===== config.mk =====
export PLATFORM = sky130hd
export DESIGN_NAME = ubw_top
export DESIGN_NICKNAME = d
export VERILOG_FILES = /design/src/hdl/ubw_pkg.sv /design/src/hdl/ubw_edge.sv /design/src/hdl/ubw_brg.sv /design/src/hdl/ubw_top.sv
export SDC_FILE = /design/constraint.sdc
export NUM_CORES = 1
export LEC_CHECK = 0
export BUFFER_PORTS_ARGS = -buffer_cell sky130_fd_sc_hd__buf_2
export CAP_MARGIN = 20
export CELL_PAD_IN_SITES_DETAIL_PLACEMENT = 1
export CELL_PAD_IN_SITES_GLOBAL_PLACEMENT = 1
export CORE_ASPECT_RATIO = 1.4
export CORE_UTILIZATION = 42
export CTS_CLUSTER_SIZE = 24
export DETAILED_ROUTE_END_ITERATION = 7
export PLACE_DENSITY = 0.87
export RECOVER_POWER = 100
export SYNTH_ARGS = -nofsm -noshare
export SYNTH_HDL_FRONTEND = slang
export SYNTH_SLANG_ARGS = --single-unit

===== constraint.sdc =====
create_clock -name core_clk -period 2.4 [get_ports core_clk]
set_clock_uncertainty 0.2 [all_clocks]
set_input_delay 0.6 -clock core_clk [delete_from_list [all_inputs] [get_ports core_clk]]
set_output_delay 0.6 -clock core_clk [all_outputs]
set_load 0.05 [all_outputs]

===== src/hdl/ubw_pkg.sv =====
`default_nettype none
package ubw_pkg;
  // Register word offsets (word addresses on the Avalon-MM slave).
  localparam logic [3:0] ADDR_BAUD_CONTROL     = 4'h0;
  localparam logic [3:0] ADDR_RECEIVE_STATUS   = 4'h1;
  localparam logic [3:0] ADDR_DIVISOR_LOW      = 4'h2;
  localparam logic [3:0] ADDR_DIVISOR_HIGH     = 4'h3;
  localparam logic [3:0] ADDR_TRANSMIT_STATUS  = 4'h4;
  localparam logic [3:0] ADDR_RECEIVE_BUFFER   = 4'h5;
  localparam logic [3:0] ADDR_EVENT_STATUS     = 4'h6;
  localparam int         ADDR_W                = 4;
  // Baud control bit positions.
  localparam int BIT_AB_OVF   = 7;
  localparam int BIT_RX_IDLE  = 6;
  localparam int BIT_WIDE     = 3;
  localparam int BIT_WAKE_EN  = 1;
  localparam int BIT_AB_EN    = 0;
  // Receive status control and transmit status control bit positions.
  localparam int BIT_PORT_EN  = 7;
  localparam int BIT_SYNC     = 4;
  localparam int BIT_HSPEED   = 2;
  // Event status bit positions.
  localparam int BIT_RX_FLAG  = 0;
  localparam int BIT_SLEEPING = 1;
  // Reset values.
  localparam logic [7:0] RST_BAUD_CONTROL  = 8'h40;
  localparam logic [7:0] RST_BYTE          = 8'h00;
  // Prescale factors: Fosc/64 and Fosc/16 asynchronous, Fosc/4 synchronous.
  localparam logic [5:0] PRE_ASYNC_SLOW = 6'h3F;
  localparam logic [5:0] PRE_ASYNC_FAST = 6'h0F;
  localparam logic [5:0] PRE_SYNC       = 6'h03;
  // Rising edges of the sync character that close auto-baud detection.
  localparam logic [2:0] SYNC_RISE_LAST = 3'h5;
  localparam logic [7:0] ZERO_BYTE      = 8'h00;
endpackage
`default_nettype wire


===== src/hdl/ubw_edge.sv =====
`default_nettype none
module ubw_edge
  import ubw_pkg::*;
(
  // Clock and reset.
  input  wire logic core_clk,
  input  wire logic rst,
  input  wire logic clk_en,
  // Line and edges.
  input  wire logic line_in,
  output logic      fall_pulse,
  output logic      rise_pulse
);
  typedef struct packed {
    logic prev_ff;
  } ubw_edge_state_type;

  ubw_edge_state_type cur_ff;
  ubw_edge_state_type nxt_ff;

  // The idle line is high, so reset assumes high to avoid a false edge.
  always_comb begin
    nxt_ff = cur_ff;
    if (clk_en) begin
      nxt_ff.prev_ff = line_in;
    end
  end

  always_ff @(posedge core_clk) begin
    if (rst) begin
      cur_ff.prev_ff <= 1'b1;
    end else begin
      cur_ff <= nxt_ff;
    end
  end

  assign fall_pulse = clk_en & cur_ff.prev_ff & ~line_in;
  assign rise_pulse = clk_en & ~cur_ff.prev_ff & line_in;
endmodule
`default_nettype wire


===== src/hdl/ubw_brg.sv =====
`default_nettype none
module ubw_brg
  import ubw_pkg::*;
#(
  parameter int DIV_W = 16
)
(
  // Clock and reset.
  input  wire logic             core_clk,
  input  wire logic             rst,
  input  wire logic             clk_en,
  // Configuration.
  input  wire logic             run,
  input  wire logic [5:0]       prescale,
  input  wire logic             wide,
  input  wire logic [DIV_W-1:0] divisor,
  // Rate tick.
  output logic                  tick
);
  typedef struct packed {
    logic [5:0]       pre_ff;
    logic [DIV_W-1:0] cnt_ff;
  } ubw_brg_state_type;

  ubw_brg_state_type cur_ff;
  ubw_brg_state_type nxt_ff;
  logic [DIV_W-1:0]  reload;
  logic              pre_done;

  // Narrow mode uses only the low byte of the divisor.
  assign reload   = wide ? divisor : {{(DIV_W-8){1'b0}}, divisor[7:0]};
  assign pre_done = (cur_ff.pre_ff == 6'h00);

  always_comb begin
    nxt_ff = cur_ff;
    if (clk_en) begin
      if (!run) begin
        nxt_ff.pre_ff = prescale;
        nxt_ff.cnt_ff = reload;
      end else if (pre_done) begin
        nxt_ff.pre_ff = prescale;
        if (cur_ff.cnt_ff == '0) begin
          nxt_ff.cnt_ff = reload;
        end else begin
          nxt_ff.cnt_ff = cur_ff.cnt_ff - 1'b1;
        end
      end else begin
        nxt_ff.pre_ff = cur_ff.pre_ff - 6'h01;
      end
    end
  end

  always_ff @(posedge core_clk) begin
    if (rst) begin
      cur_ff <= '0;
    end else begin
      cur_ff <= nxt_ff;
    end
  end

  // One tick every (prescale+1)*(n+1) clocks.
  assign tick = clk_en & run & pre_done & (cur_ff.cnt_ff == '0);

  a_tick_spacing: assert property (@(posedge core_clk) disable iff (rst)
    tick |=> !tick) else $error("rate tick repeated on consecutive cycles");
endmodule
`default_nettype wire


===== src/hdl/ubw_top.sv =====
`default_nettype none
// Contract
// - Bit rate is Fosc/64(n+1) async slow, Fosc/4(n+1) synchronous.
// - Auto-baud counter passing 16-bit maximum before fifth rise sets overflow flag.
// - Auto-baud overflow also sets the receive-complete flag.
// - After overflow the counter keeps counting until the fifth rise.
// - Receive-idle stays low during auto-baud, rises at the fifth rise.
// - Buffer read after overflow: fifth rise sets receive-complete again.
// - Auto-baud cleared early: remaining falling edges act as start bits.
// - Wake-on-break works only in asynchronous mode.
// - Wake enable suppresses reception and holds receiver idle, watching.
// - A wake event is a falling edge on the receive line.
// - Receive-complete rises at the wake event, awake or asleep.
// - Reading the receive buffer clears the wake-event condition.
// - Rising edge ending the break clears wake enable; receiver then idle.
// - In sleep the baud generator halts; no character is received.
// - Non-zero character under wake: first low time is the wake event.
// - Receive-complete stays set while unread characters remain.
module ubw_top
  import ubw_pkg::*;
#(
  parameter int DIV_W = 16
)
(
  // Clock, reset and enable.
  input  wire logic                    core_clk,
  input  wire logic                    rst,
  input  wire logic                    clk_en,
  // Avalon-MM slave.
  input  wire logic [ubw_pkg::ADDR_W-1:0] avs_address,
  input  wire logic                    avs_read,
  input  wire logic                    avs_write,
  input  wire logic [31:0]             avs_writedata,
  output logic [31:0]                  avs_readdata,
  output logic                         avs_waitrequest,
  // Receive line and port status.
  input  wire logic                    receive_data_line,
  input  wire logic                    sleep_mode,
  input  wire logic                    fifo_unread,
  input  wire logic                    char_done,
  input  wire logic [7:0]              fifo_data,
  // Indications to the rest of the port.
  output logic                         receive_complete_flag,
  output logic                         receive_idle_flag,
  output logic                         receive_buffer_read,
  output logic                         start_detect,
  output logic                         rate_tick
);
  import ubw_pkg::*;

  typedef enum {AB_IDLE, AB_WAIT_START, AB_MEASURE} ubw_ab_type;

  typedef struct packed {
    ubw_ab_type       ab_st_ff;
    logic [7:0]       baud_control_ff;
    logic [7:0]       rx_status_ff;
    logic [7:0]       div_low_ff;
    logic [7:0]       div_high_ff;
    logic [7:0]       tx_status_ff;
    logic [2:0]       rise_cnt_ff;
    logic [DIV_W-1:0] ab_cnt_ff;
    logic [2:0]       ab_pre_ff;
    logic             ab_flag_ff;
    logic             wake_flag_ff;
    logic             resume_flag_ff;
    logic             ack_ff;
    logic [31:0]      rdata_ff;
  } ubw_state_type;

  ubw_state_type cur_ff;
  ubw_state_type nxt_ff;
  logic          fall_pulse;
  logic          rise_pulse;
  logic          brg_run;
  logic [5:0]    prescale;
  logic          sync_mode;
  logic          wake_active;
  logic          ab_active;
  logic          access;
  logic          wr_hit;
  logic          rd_buf;

  function automatic logic hit(input logic [ADDR_W-1:0] a, input logic [ADDR_W-1:0] b);
    return (a == b);
  endfunction

  ubw_edge u_edge (
    .core_clk   (core_clk),
    .rst        (rst),
    .clk_en     (clk_en),
    .line_in    (receive_data_line),
    .fall_pulse (fall_pulse),
    .rise_pulse (rise_pulse)
  );

  assign sync_mode   = cur_ff.tx_status_ff[BIT_SYNC];
  assign wake_active = cur_ff.baud_control_ff[BIT_WAKE_EN] & ~sync_mode;
  assign ab_active   = (cur_ff.ab_st_ff != AB_IDLE);
  // High-speed select is ignored in synchronous mode.
  assign prescale    = sync_mode ? PRE_SYNC :
                       (cur_ff.tx_status_ff[BIT_HSPEED] ? PRE_ASYNC_FAST : PRE_ASYNC_SLOW);
  // Sleep stops the generator; wake and auto-baud do not use it.
  assign brg_run     = cur_ff.rx_status_ff[BIT_PORT_EN] & ~sleep_mode & ~wake_active
                       & ~ab_active;

  ubw_brg #(.DIV_W(DIV_W)) u_brg (
    .core_clk (core_clk),
    .rst      (rst),
    .clk_en   (clk_en),
    .run      (brg_run),
    .prescale (prescale),
    .wide     (cur_ff.baud_control_ff[BIT_WIDE]),
    .divisor  ({cur_ff.div_high_ff, cur_ff.div_low_ff}),
    .tick     (rate_tick)
  );

  // One wait state: waitrequest drops in the cycle after the request appears.
  assign access          = (avs_read | avs_write) & ~cur_ff.ack_ff & clk_en;
  assign wr_hit          = access & avs_write;
  assign rd_buf          = access & avs_read & hit(avs_address, ADDR_RECEIVE_BUFFER);
  assign avs_waitrequest = (avs_read | avs_write) & ~cur_ff.ack_ff;
  assign avs_readdata    = cur_ff.rdata_ff;

  always_comb begin
    nxt_ff = cur_ff;
    if (clk_en) begin
      nxt_ff.ack_ff = access;
      // Register writes.
      if (wr_hit) begin
        case (avs_address)
          ADDR_BAUD_CONTROL: begin
            // Overflow may only be cleared by software; idle is read-only.
            nxt_ff.baud_control_ff[5:0] = avs_writedata[5:0];
            if (!avs_writedata[BIT_AB_OVF]) begin
              nxt_ff.baud_control_ff[BIT_AB_OVF] = 1'b0;
            end
          end
          ADDR_RECEIVE_STATUS:  nxt_ff.rx_status_ff = avs_writedata[7:0];
          ADDR_DIVISOR_LOW:     nxt_ff.div_low_ff   = avs_writedata[7:0];
          ADDR_DIVISOR_HIGH:    nxt_ff.div_high_ff  = avs_writedata[7:0];
          ADDR_TRANSMIT_STATUS: nxt_ff.tx_status_ff = avs_writedata[7:0];
          default: ;
        endcase
      end
      // Register reads are captured into a flop so data stand with the answer.
      if (access && avs_read) begin
        case (avs_address)
          ADDR_BAUD_CONTROL:    nxt_ff.rdata_ff = {24'h000000, cur_ff.baud_control_ff[7],
                                                   receive_idle_flag,
                                                   cur_ff.baud_control_ff[5:0]};
          ADDR_RECEIVE_STATUS:  nxt_ff.rdata_ff = {24'h000000, cur_ff.rx_status_ff};
          ADDR_DIVISOR_LOW:     nxt_ff.rdata_ff = {24'h000000, cur_ff.div_low_ff};
          ADDR_DIVISOR_HIGH:    nxt_ff.rdata_ff = {24'h000000, cur_ff.div_high_ff};
          ADDR_TRANSMIT_STATUS: nxt_ff.rdata_ff = {24'h000000, cur_ff.tx_status_ff};
          // Wake and auto-baud leave no character, so the buffer reads zero then.
          ADDR_RECEIVE_BUFFER:  nxt_ff.rdata_ff = {24'h000000,
                                                   fifo_unread ? fifo_data : ZERO_BYTE};
          ADDR_EVENT_STATUS:    nxt_ff.rdata_ff = {30'h00000000, sleep_mode,
                                                   receive_complete_flag};
          default:              nxt_ff.rdata_ff = 32'h00000000;
        endcase
      end

      // Buffer read clears event flags; a new event in the same cycle wins.
      if (rd_buf) begin
        nxt_ff.ab_flag_ff     = 1'b0;
        nxt_ff.wake_flag_ff   = 1'b0;
        nxt_ff.resume_flag_ff = 1'b0;
      end

      // Wake-on-break watches for the falling edge, even while asleep.
      if (wake_active && fall_pulse) begin
        nxt_ff.wake_flag_ff = 1'b1;
      end
      if (wake_active && rise_pulse) begin
        nxt_ff.baud_control_ff[BIT_WAKE_EN] = 1'b0;
      end

      // Auto-baud: wait for the start edge, then count to the fifth rise.
      case (cur_ff.ab_st_ff)
        AB_IDLE: begin
          if (cur_ff.baud_control_ff[BIT_AB_EN] && !wake_active) begin
            nxt_ff.ab_st_ff = AB_WAIT_START;
          end
        end
        AB_WAIT_START: begin
          if (fall_pulse) begin
            nxt_ff.ab_st_ff    = AB_MEASURE;
            nxt_ff.rise_cnt_ff = 3'h0;
            nxt_ff.ab_cnt_ff   = '0;
            nxt_ff.ab_pre_ff   = 3'h0;
          end
        end
        AB_MEASURE: begin
          nxt_ff.ab_pre_ff = cur_ff.ab_pre_ff + 3'h1;
          if (cur_ff.ab_pre_ff == 3'h7) begin
            nxt_ff.ab_cnt_ff = cur_ff.ab_cnt_ff + 1'b1;
            if (&cur_ff.ab_cnt_ff) begin
              nxt_ff.baud_control_ff[BIT_AB_OVF] = 1'b1;
              nxt_ff.ab_flag_ff = 1'b1;
            end
          end
          if (rise_pulse) begin
            nxt_ff.rise_cnt_ff = cur_ff.rise_cnt_ff + 3'h1;
            if (cur_ff.rise_cnt_ff + 3'h1 == SYNC_RISE_LAST) begin
              nxt_ff.ab_st_ff = AB_IDLE;
              nxt_ff.baud_control_ff[BIT_AB_EN] = 1'b0;
              if (!cur_ff.baud_control_ff[BIT_AB_OVF]) begin
                {nxt_ff.div_high_ff, nxt_ff.div_low_ff} = 16'(cur_ff.ab_cnt_ff);
              end else begin
                nxt_ff.resume_flag_ff = 1'b1;
              end
            end
          end
        end
        default: nxt_ff.ab_st_ff = AB_IDLE;
      endcase
      // Disabling auto-baud early abandons the measurement.
      if (!cur_ff.baud_control_ff[BIT_AB_EN] && ab_active) begin
        nxt_ff.ab_st_ff = AB_IDLE;
      end
    end
  end

  always_ff @(posedge core_clk) begin
    if (rst) begin
      cur_ff                 <= '0;
      cur_ff.ab_st_ff        <= AB_IDLE;
      cur_ff.baud_control_ff <= RST_BAUD_CONTROL;
    end else begin
      cur_ff <= nxt_ff;
    end
  end

  // Receive-complete: FIFO content, wake event, overflow or final sync rise after overflow.
  assign receive_complete_flag = fifo_unread | cur_ff.wake_flag_ff | cur_ff.ab_flag_ff
                                 | cur_ff.resume_flag_ff;
  assign receive_idle_flag     = ~ab_active & (wake_active | ~char_done);
  assign receive_buffer_read   = rd_buf;
  // Falling edges become start bits only outside auto-baud and wake.
  assign start_detect          = fall_pulse & ~ab_active & ~wake_active
                                 & ~sleep_mode & cur_ff.rx_status_ff[BIT_PORT_EN];

  a_wake_sets_flag: assert property (@(posedge core_clk) disable iff (rst)
    (clk_en && wake_active && fall_pulse) |=> receive_complete_flag)
    else $error("wake event did not raise receive-complete");
  a_wake_clears_en: assert property (@(posedge core_clk) disable iff (rst)
    (clk_en && wake_active && rise_pulse) |=> !cur_ff.baud_control_ff[BIT_WAKE_EN])
    else $error("rising edge did not end wake enable");
  a_idle_low_ab: assert property (@(posedge core_clk) disable iff (rst)
    ab_active |-> !receive_idle_flag) else $error("idle high during auto-baud");
  a_no_start_wake: assert property (@(posedge core_clk) disable iff (rst)
    wake_active |-> !start_detect) else $error("reception not suppressed under wake");
  a_ovf_sets_rc: assert property (@(posedge core_clk) disable iff (rst)
    $rose(cur_ff.baud_control_ff[BIT_AB_OVF]) && ab_active |-> receive_complete_flag)
    else $error("overflow did not raise receive-complete");
  a_sync_no_wake: assert property (@(posedge core_clk) disable iff (rst)
    sync_mode |-> !wake_active) else $error("wake active in synchronous mode");
  a_sleep_no_tick: assert property (@(posedge core_clk) disable iff (rst)
    sleep_mode |-> !rate_tick) else $error("baud tick during sleep");
  a_fifo_holds_rc: assert property (@(posedge core_clk) disable iff (rst)
    fifo_unread |-> receive_complete_flag) else $error("flag low with unread data");

  c_wake_event: cover property (@(posedge core_clk) wake_active && fall_pulse);
  c_ab_overflow: cover property (@(posedge core_clk) $rose(cur_ff.baud_control_ff[BIT_AB_OVF]));
  c_ab_done: cover property (@(posedge core_clk) $fell(ab_active));
endmodule
`default_nettype wire


==> qor.log <==
qor: cells_and_area.final_core_utilization 0.500
qor: timing.maxClockFrequency 0.401 GHz
qor: logic_synthesis.synth_edf_count 0
qor: cells_and_area.finalNetCount 782
qor: logic_synthesis.postSynth.topFlopCell sky130_fd_sc_hd__dfxtp_1
qor: drt.finalWirelength 18900 um
qor: place.placement.io_buffers 42
qor: clocking.clockRootBuffer sky130_fd_sc_hd__clkbuf_16
qor: cells_and_area.drive_gt1_frac 0.200
qor: floorplanning.initial_core_util 0.429
qor: floorplanning.design.die.area 13600 sq um
qor: timing.final_max_slew_viol_count 0
qor: timing.timing.hold.ws 263 ps
qor: power_and_ir_drop.finalPower 3.55 mW
qor: run_status.violations negative setup slack
qor: drt.route.vias.total 5401
qor: min_path.min_delay_worst_endpoint cur_ff[35]
qor: timing.headroom_to_the_max_slew_limit 0.549
qor: power_and_ir_drop.power.leakage 2.46 nW
qor: timing.timing_worst_slew_pin_value 673 ps
qor: worst_setup_path.critPathKind reg -> out
qor: floorplanning.floorplan.rows 49
qor: floorplanning.fp.dieH 137 um
qor: worst_setup_path.worstReg2RegStart cur_ff[32]
qor: cells_and_area.layout.cells.most_common sky130_fd_sc_hd__dfxtp_1
qor: clocking.clk_transition_reported_paths 70 ps
qor: worst_setup_path.r2r_slack 70 ps
qor: cells_and_area.final_cells 879
qor: grt.wire_length_of_the_first_global_routing_pass 29700 um
qor: worst_setup_path.worstPathCellList nor4_4 > nand3_2 > nor2_4 > and4_4 > buf_8
qor: logic_synthesis.avg_inst_size_synth 8.37 sq um
qor: place.place.detailed.hpwl 13300 um
qor: grt.global_route.usage.total 0.286
qor: cells_and_area.antennaDiodeCount 0
qor: clocking.clock-sinks 98
qor: drt.route.detailed.vias_per_inst 6.14
qor: logic_synthesis.netlist_instances 657
qor: power_and_ir_drop.max-vdd-ir-drop 0.000410 V
qor: worst_setup_path.timing.rr.end cur_ff[62]
qor: drt.firstDrtPassIters 4
qor: min_path.startpoint_of_the_lowest_slack_hold_path cur_ff[35]
qor: logic_synthesis.synth_seq_cells 98
qor: grt.grt_remaining_overflow 0
qor: timing.timing.final.crit_share 1.04
qor: drt.dr.first_iter.drc_count 235
qor: worst_setup_path.crit_path_top_delay_cell sky130_fd_sc_hd__dfxtp_2
qor: drt.route.detailed.drc 0
qor: grt.grt_max_degree 76
qor: place.placement.setup.worst_slack -80.8 ps
qor: job.maxCapViolCount 0
qor: worst_setup_path.start_kind flip-flop
qor: logic_synthesis.synth_area 5500 sq um
qor: cells_and_area.layout.cells.most_common_list 93 x sky130_fd_sc_hd__dfxtp_1, 73 x sky130_fd_sc_hd__nor2_1, 49 x sky130_fd_sc_hd__nand2_1
qor: timing.rsz0062_at_grt yes
qor: logic_synthesis.warnings_synthesis 0
qor: logic_synthesis.synthDominantCellAreaShare 0.357
qor: drt.drt-wirelength-per-cell 21.5 um
qor: logic_synthesis.synth.yosys.seq_area_share 0.357
qor: floorplanning.num_io_pins 91
qor: min_path.hold_path_class reg -> reg
qor: grt.initial_antenna_violation_count 0
qor: logic_synthesis.post_synth_num_cell_types 77
qor: power_and_ir_drop.power-per-cell-area 554 nW/um^2
qor: timing.setup_violations 3
qor: cells_and_area.stdcell_area 6410 sq um
qor: run_status.outcome finished with violations
qor: place.gp_congestion 0.882
qor: min_path.min_delay_path_depth 2
qor: timing.setup-tns-final -218 ps
qor: floorplanning.core-area 12800 sq um
qor: clocking.numCtsBuffers 9
qor: clocking.cts-htree-levels 3
qor: grt.via_count_of_the_first_global_routing_pass 5669
qor: clocking.clock_insertion_delay_worst_skew 350 ps
qor: logic_synthesis.synthTopCellsByArea sky130_fd_sc_hd__dfxtp_1 36%, sky130_fd_sc_hd__mux2i_1 6.2%, sky130_fd_sc_hd__nor2_1 5.1%
qor: worst_setup_path.cp_max_fo 5
qor: logic_synthesis.synth_async_sr_flop_share 0
qor: logic_synthesis.netlist.top_cell.by_area sky130_fd_sc_hd__dfxtp_1
qor: clocking.cts_tree built
qor: worst_setup_path.timing.critical_path.to_type output port
qor: place.placement.cell_area 6030 sq um
qor: clocking.ctsLongestPathBuffers 2
qor: worst_setup_path.reg2regPathDepth 6
qor: drt.postRouteAntennaNets 0
qor: timing.worst_slack -91.8 ps
qor: place.numPlacedInstances 855
qor: worst_setup_path.data_arrival_critical_path 1690 ps
qor: timing.finalWorstPathRequiredPeriod 2490 ps
qor: timing.report.final.hold_viol_count 0
qor: floorplanning.floorplan.die.width 98.7 um
qor: cells_and_area.final.fill_count 1529
qor: worst_setup_path.worst_ep_required_time 1600 ps
qor: cells_and_area.area.growth.synth_to_final 16.6%
qor: worst_setup_path.critPathMaxStageDelay 350 ps
-- report_power, final --
group | leakage, nW | internal (mW) | switching, mW | total, mW
Sequential | 0.795 | 1.64 | 0.0160 | 1.66
Combinational | 1.52 | 0.118 | 0.304 | 0.423
Clock | 0.145 | 0.837 | 0.636 | 1.47
-- cell type report --
cell class / instances / area [sq um] / area share
multi-input combinational: 493 / 3180 / 0.496
sequential: 98 / 1970 / 0.307
timing repair buffer: 102 / 702 / 0.110
clock buffer: 10 / 239 / 0.0373
tap: 153 / 191 / 0.0299
inverter: 17 / 67.6 / 0.0105
clock inverter: 6 / 63.8 / 0.00996
-- timing repair --
action                                  4_1_cts  5_1_grt
endpoints found under the setup margin        4        7
pin swaps                                     8        8
hold buffers                                  0        0
buffers inserted                              8        3
gates resized for setup                      20        6
-- worst max-delay path, delay by kind of cell (launching register included) --
kind                   cells  cell delay, ps
buffers and inverters      1             140
and+or+nand+nor            4             860
DFF                        1             350
-- logic make-up after synthesis --
logic type,synth area share
flip-flops,0.357
XOR/XNOR,0.0191
AO/OA/AOI/OAI,0.202
other,0.000682
AND/OR/NAND/NOR,0.232
multiplexers,0.0803
buffers and inverters,0.0904
adder cells (fa/ha/maj),0.0182
-- state kept, by name, summed over array words and instances, names as in the netlist --
name	cells
cur_ff	67
u_brg.cur_ff	22
avs_readdata	8
u_edge.cur_ff	1
-- per-layer routing --
layer / part of all wire / GRT usage / vias to the layer above
li1: - / - / 2468
met1: 0.37 / 0.287 / 2607
met2: 0.51 / 0.515 / 231
met3: 0.049 / 0.0583 / 95
met4: 0.073 / 0.230 / 0
met5: 0 / 0 / -
-- synth_stat cells, types with 8 or more instances --
cell / instances
sky130_fd_sc_hd__dfxtp_1: 98
sky130_fd_sc_hd__a32oi_1: 10
sky130_fd_sc_hd__xnor2_1: 9
sky130_fd_sc_hd__nor2b_1: 9
sky130_fd_sc_hd__ha_1: 8
sky130_fd_sc_hd__a21oi_1: 45
sky130_fd_sc_hd__nand2_1: 50
sky130_fd_sc_hd__o21ai_0: 21
sky130_fd_sc_hd__a31oi_1: 8
sky130_fd_sc_hd__inv_1: 16
sky130_fd_sc_hd__nor3_1: 21
sky130_fd_sc_hd__nand3_1: 25
sky130_fd_sc_hd__clkbuf_1: 21
sky130_fd_sc_hd__mux2i_1: 34
sky130_fd_sc_hd__buf_4: 32
sky130_fd_sc_hd__nor2_1: 75
sky130_fd_sc_hd__a211oi_1: 20
sky130_fd_sc_hd__and3b_1: 10
sky130_fd_sc_hd__buf_2: 14
-- worst max-delay path by stage --
stage | startpoint | end | depth (start not counted)
after CTS | u_brg.cur_ff[7] | rate_tick | 5
final | u_brg.cur_ff[8] | rate_tick | 5
after global routing | u_brg.cur_ff[1] | rate_tick | 7
after detailed placement | avs_address[2] | receive_buffer_read | 7
after global placement | avs_address[2] | receive_buffer_read | 7
after floorplan | clk_en | receive_buffer_read | 5
(Power assumes the default switching activity.)
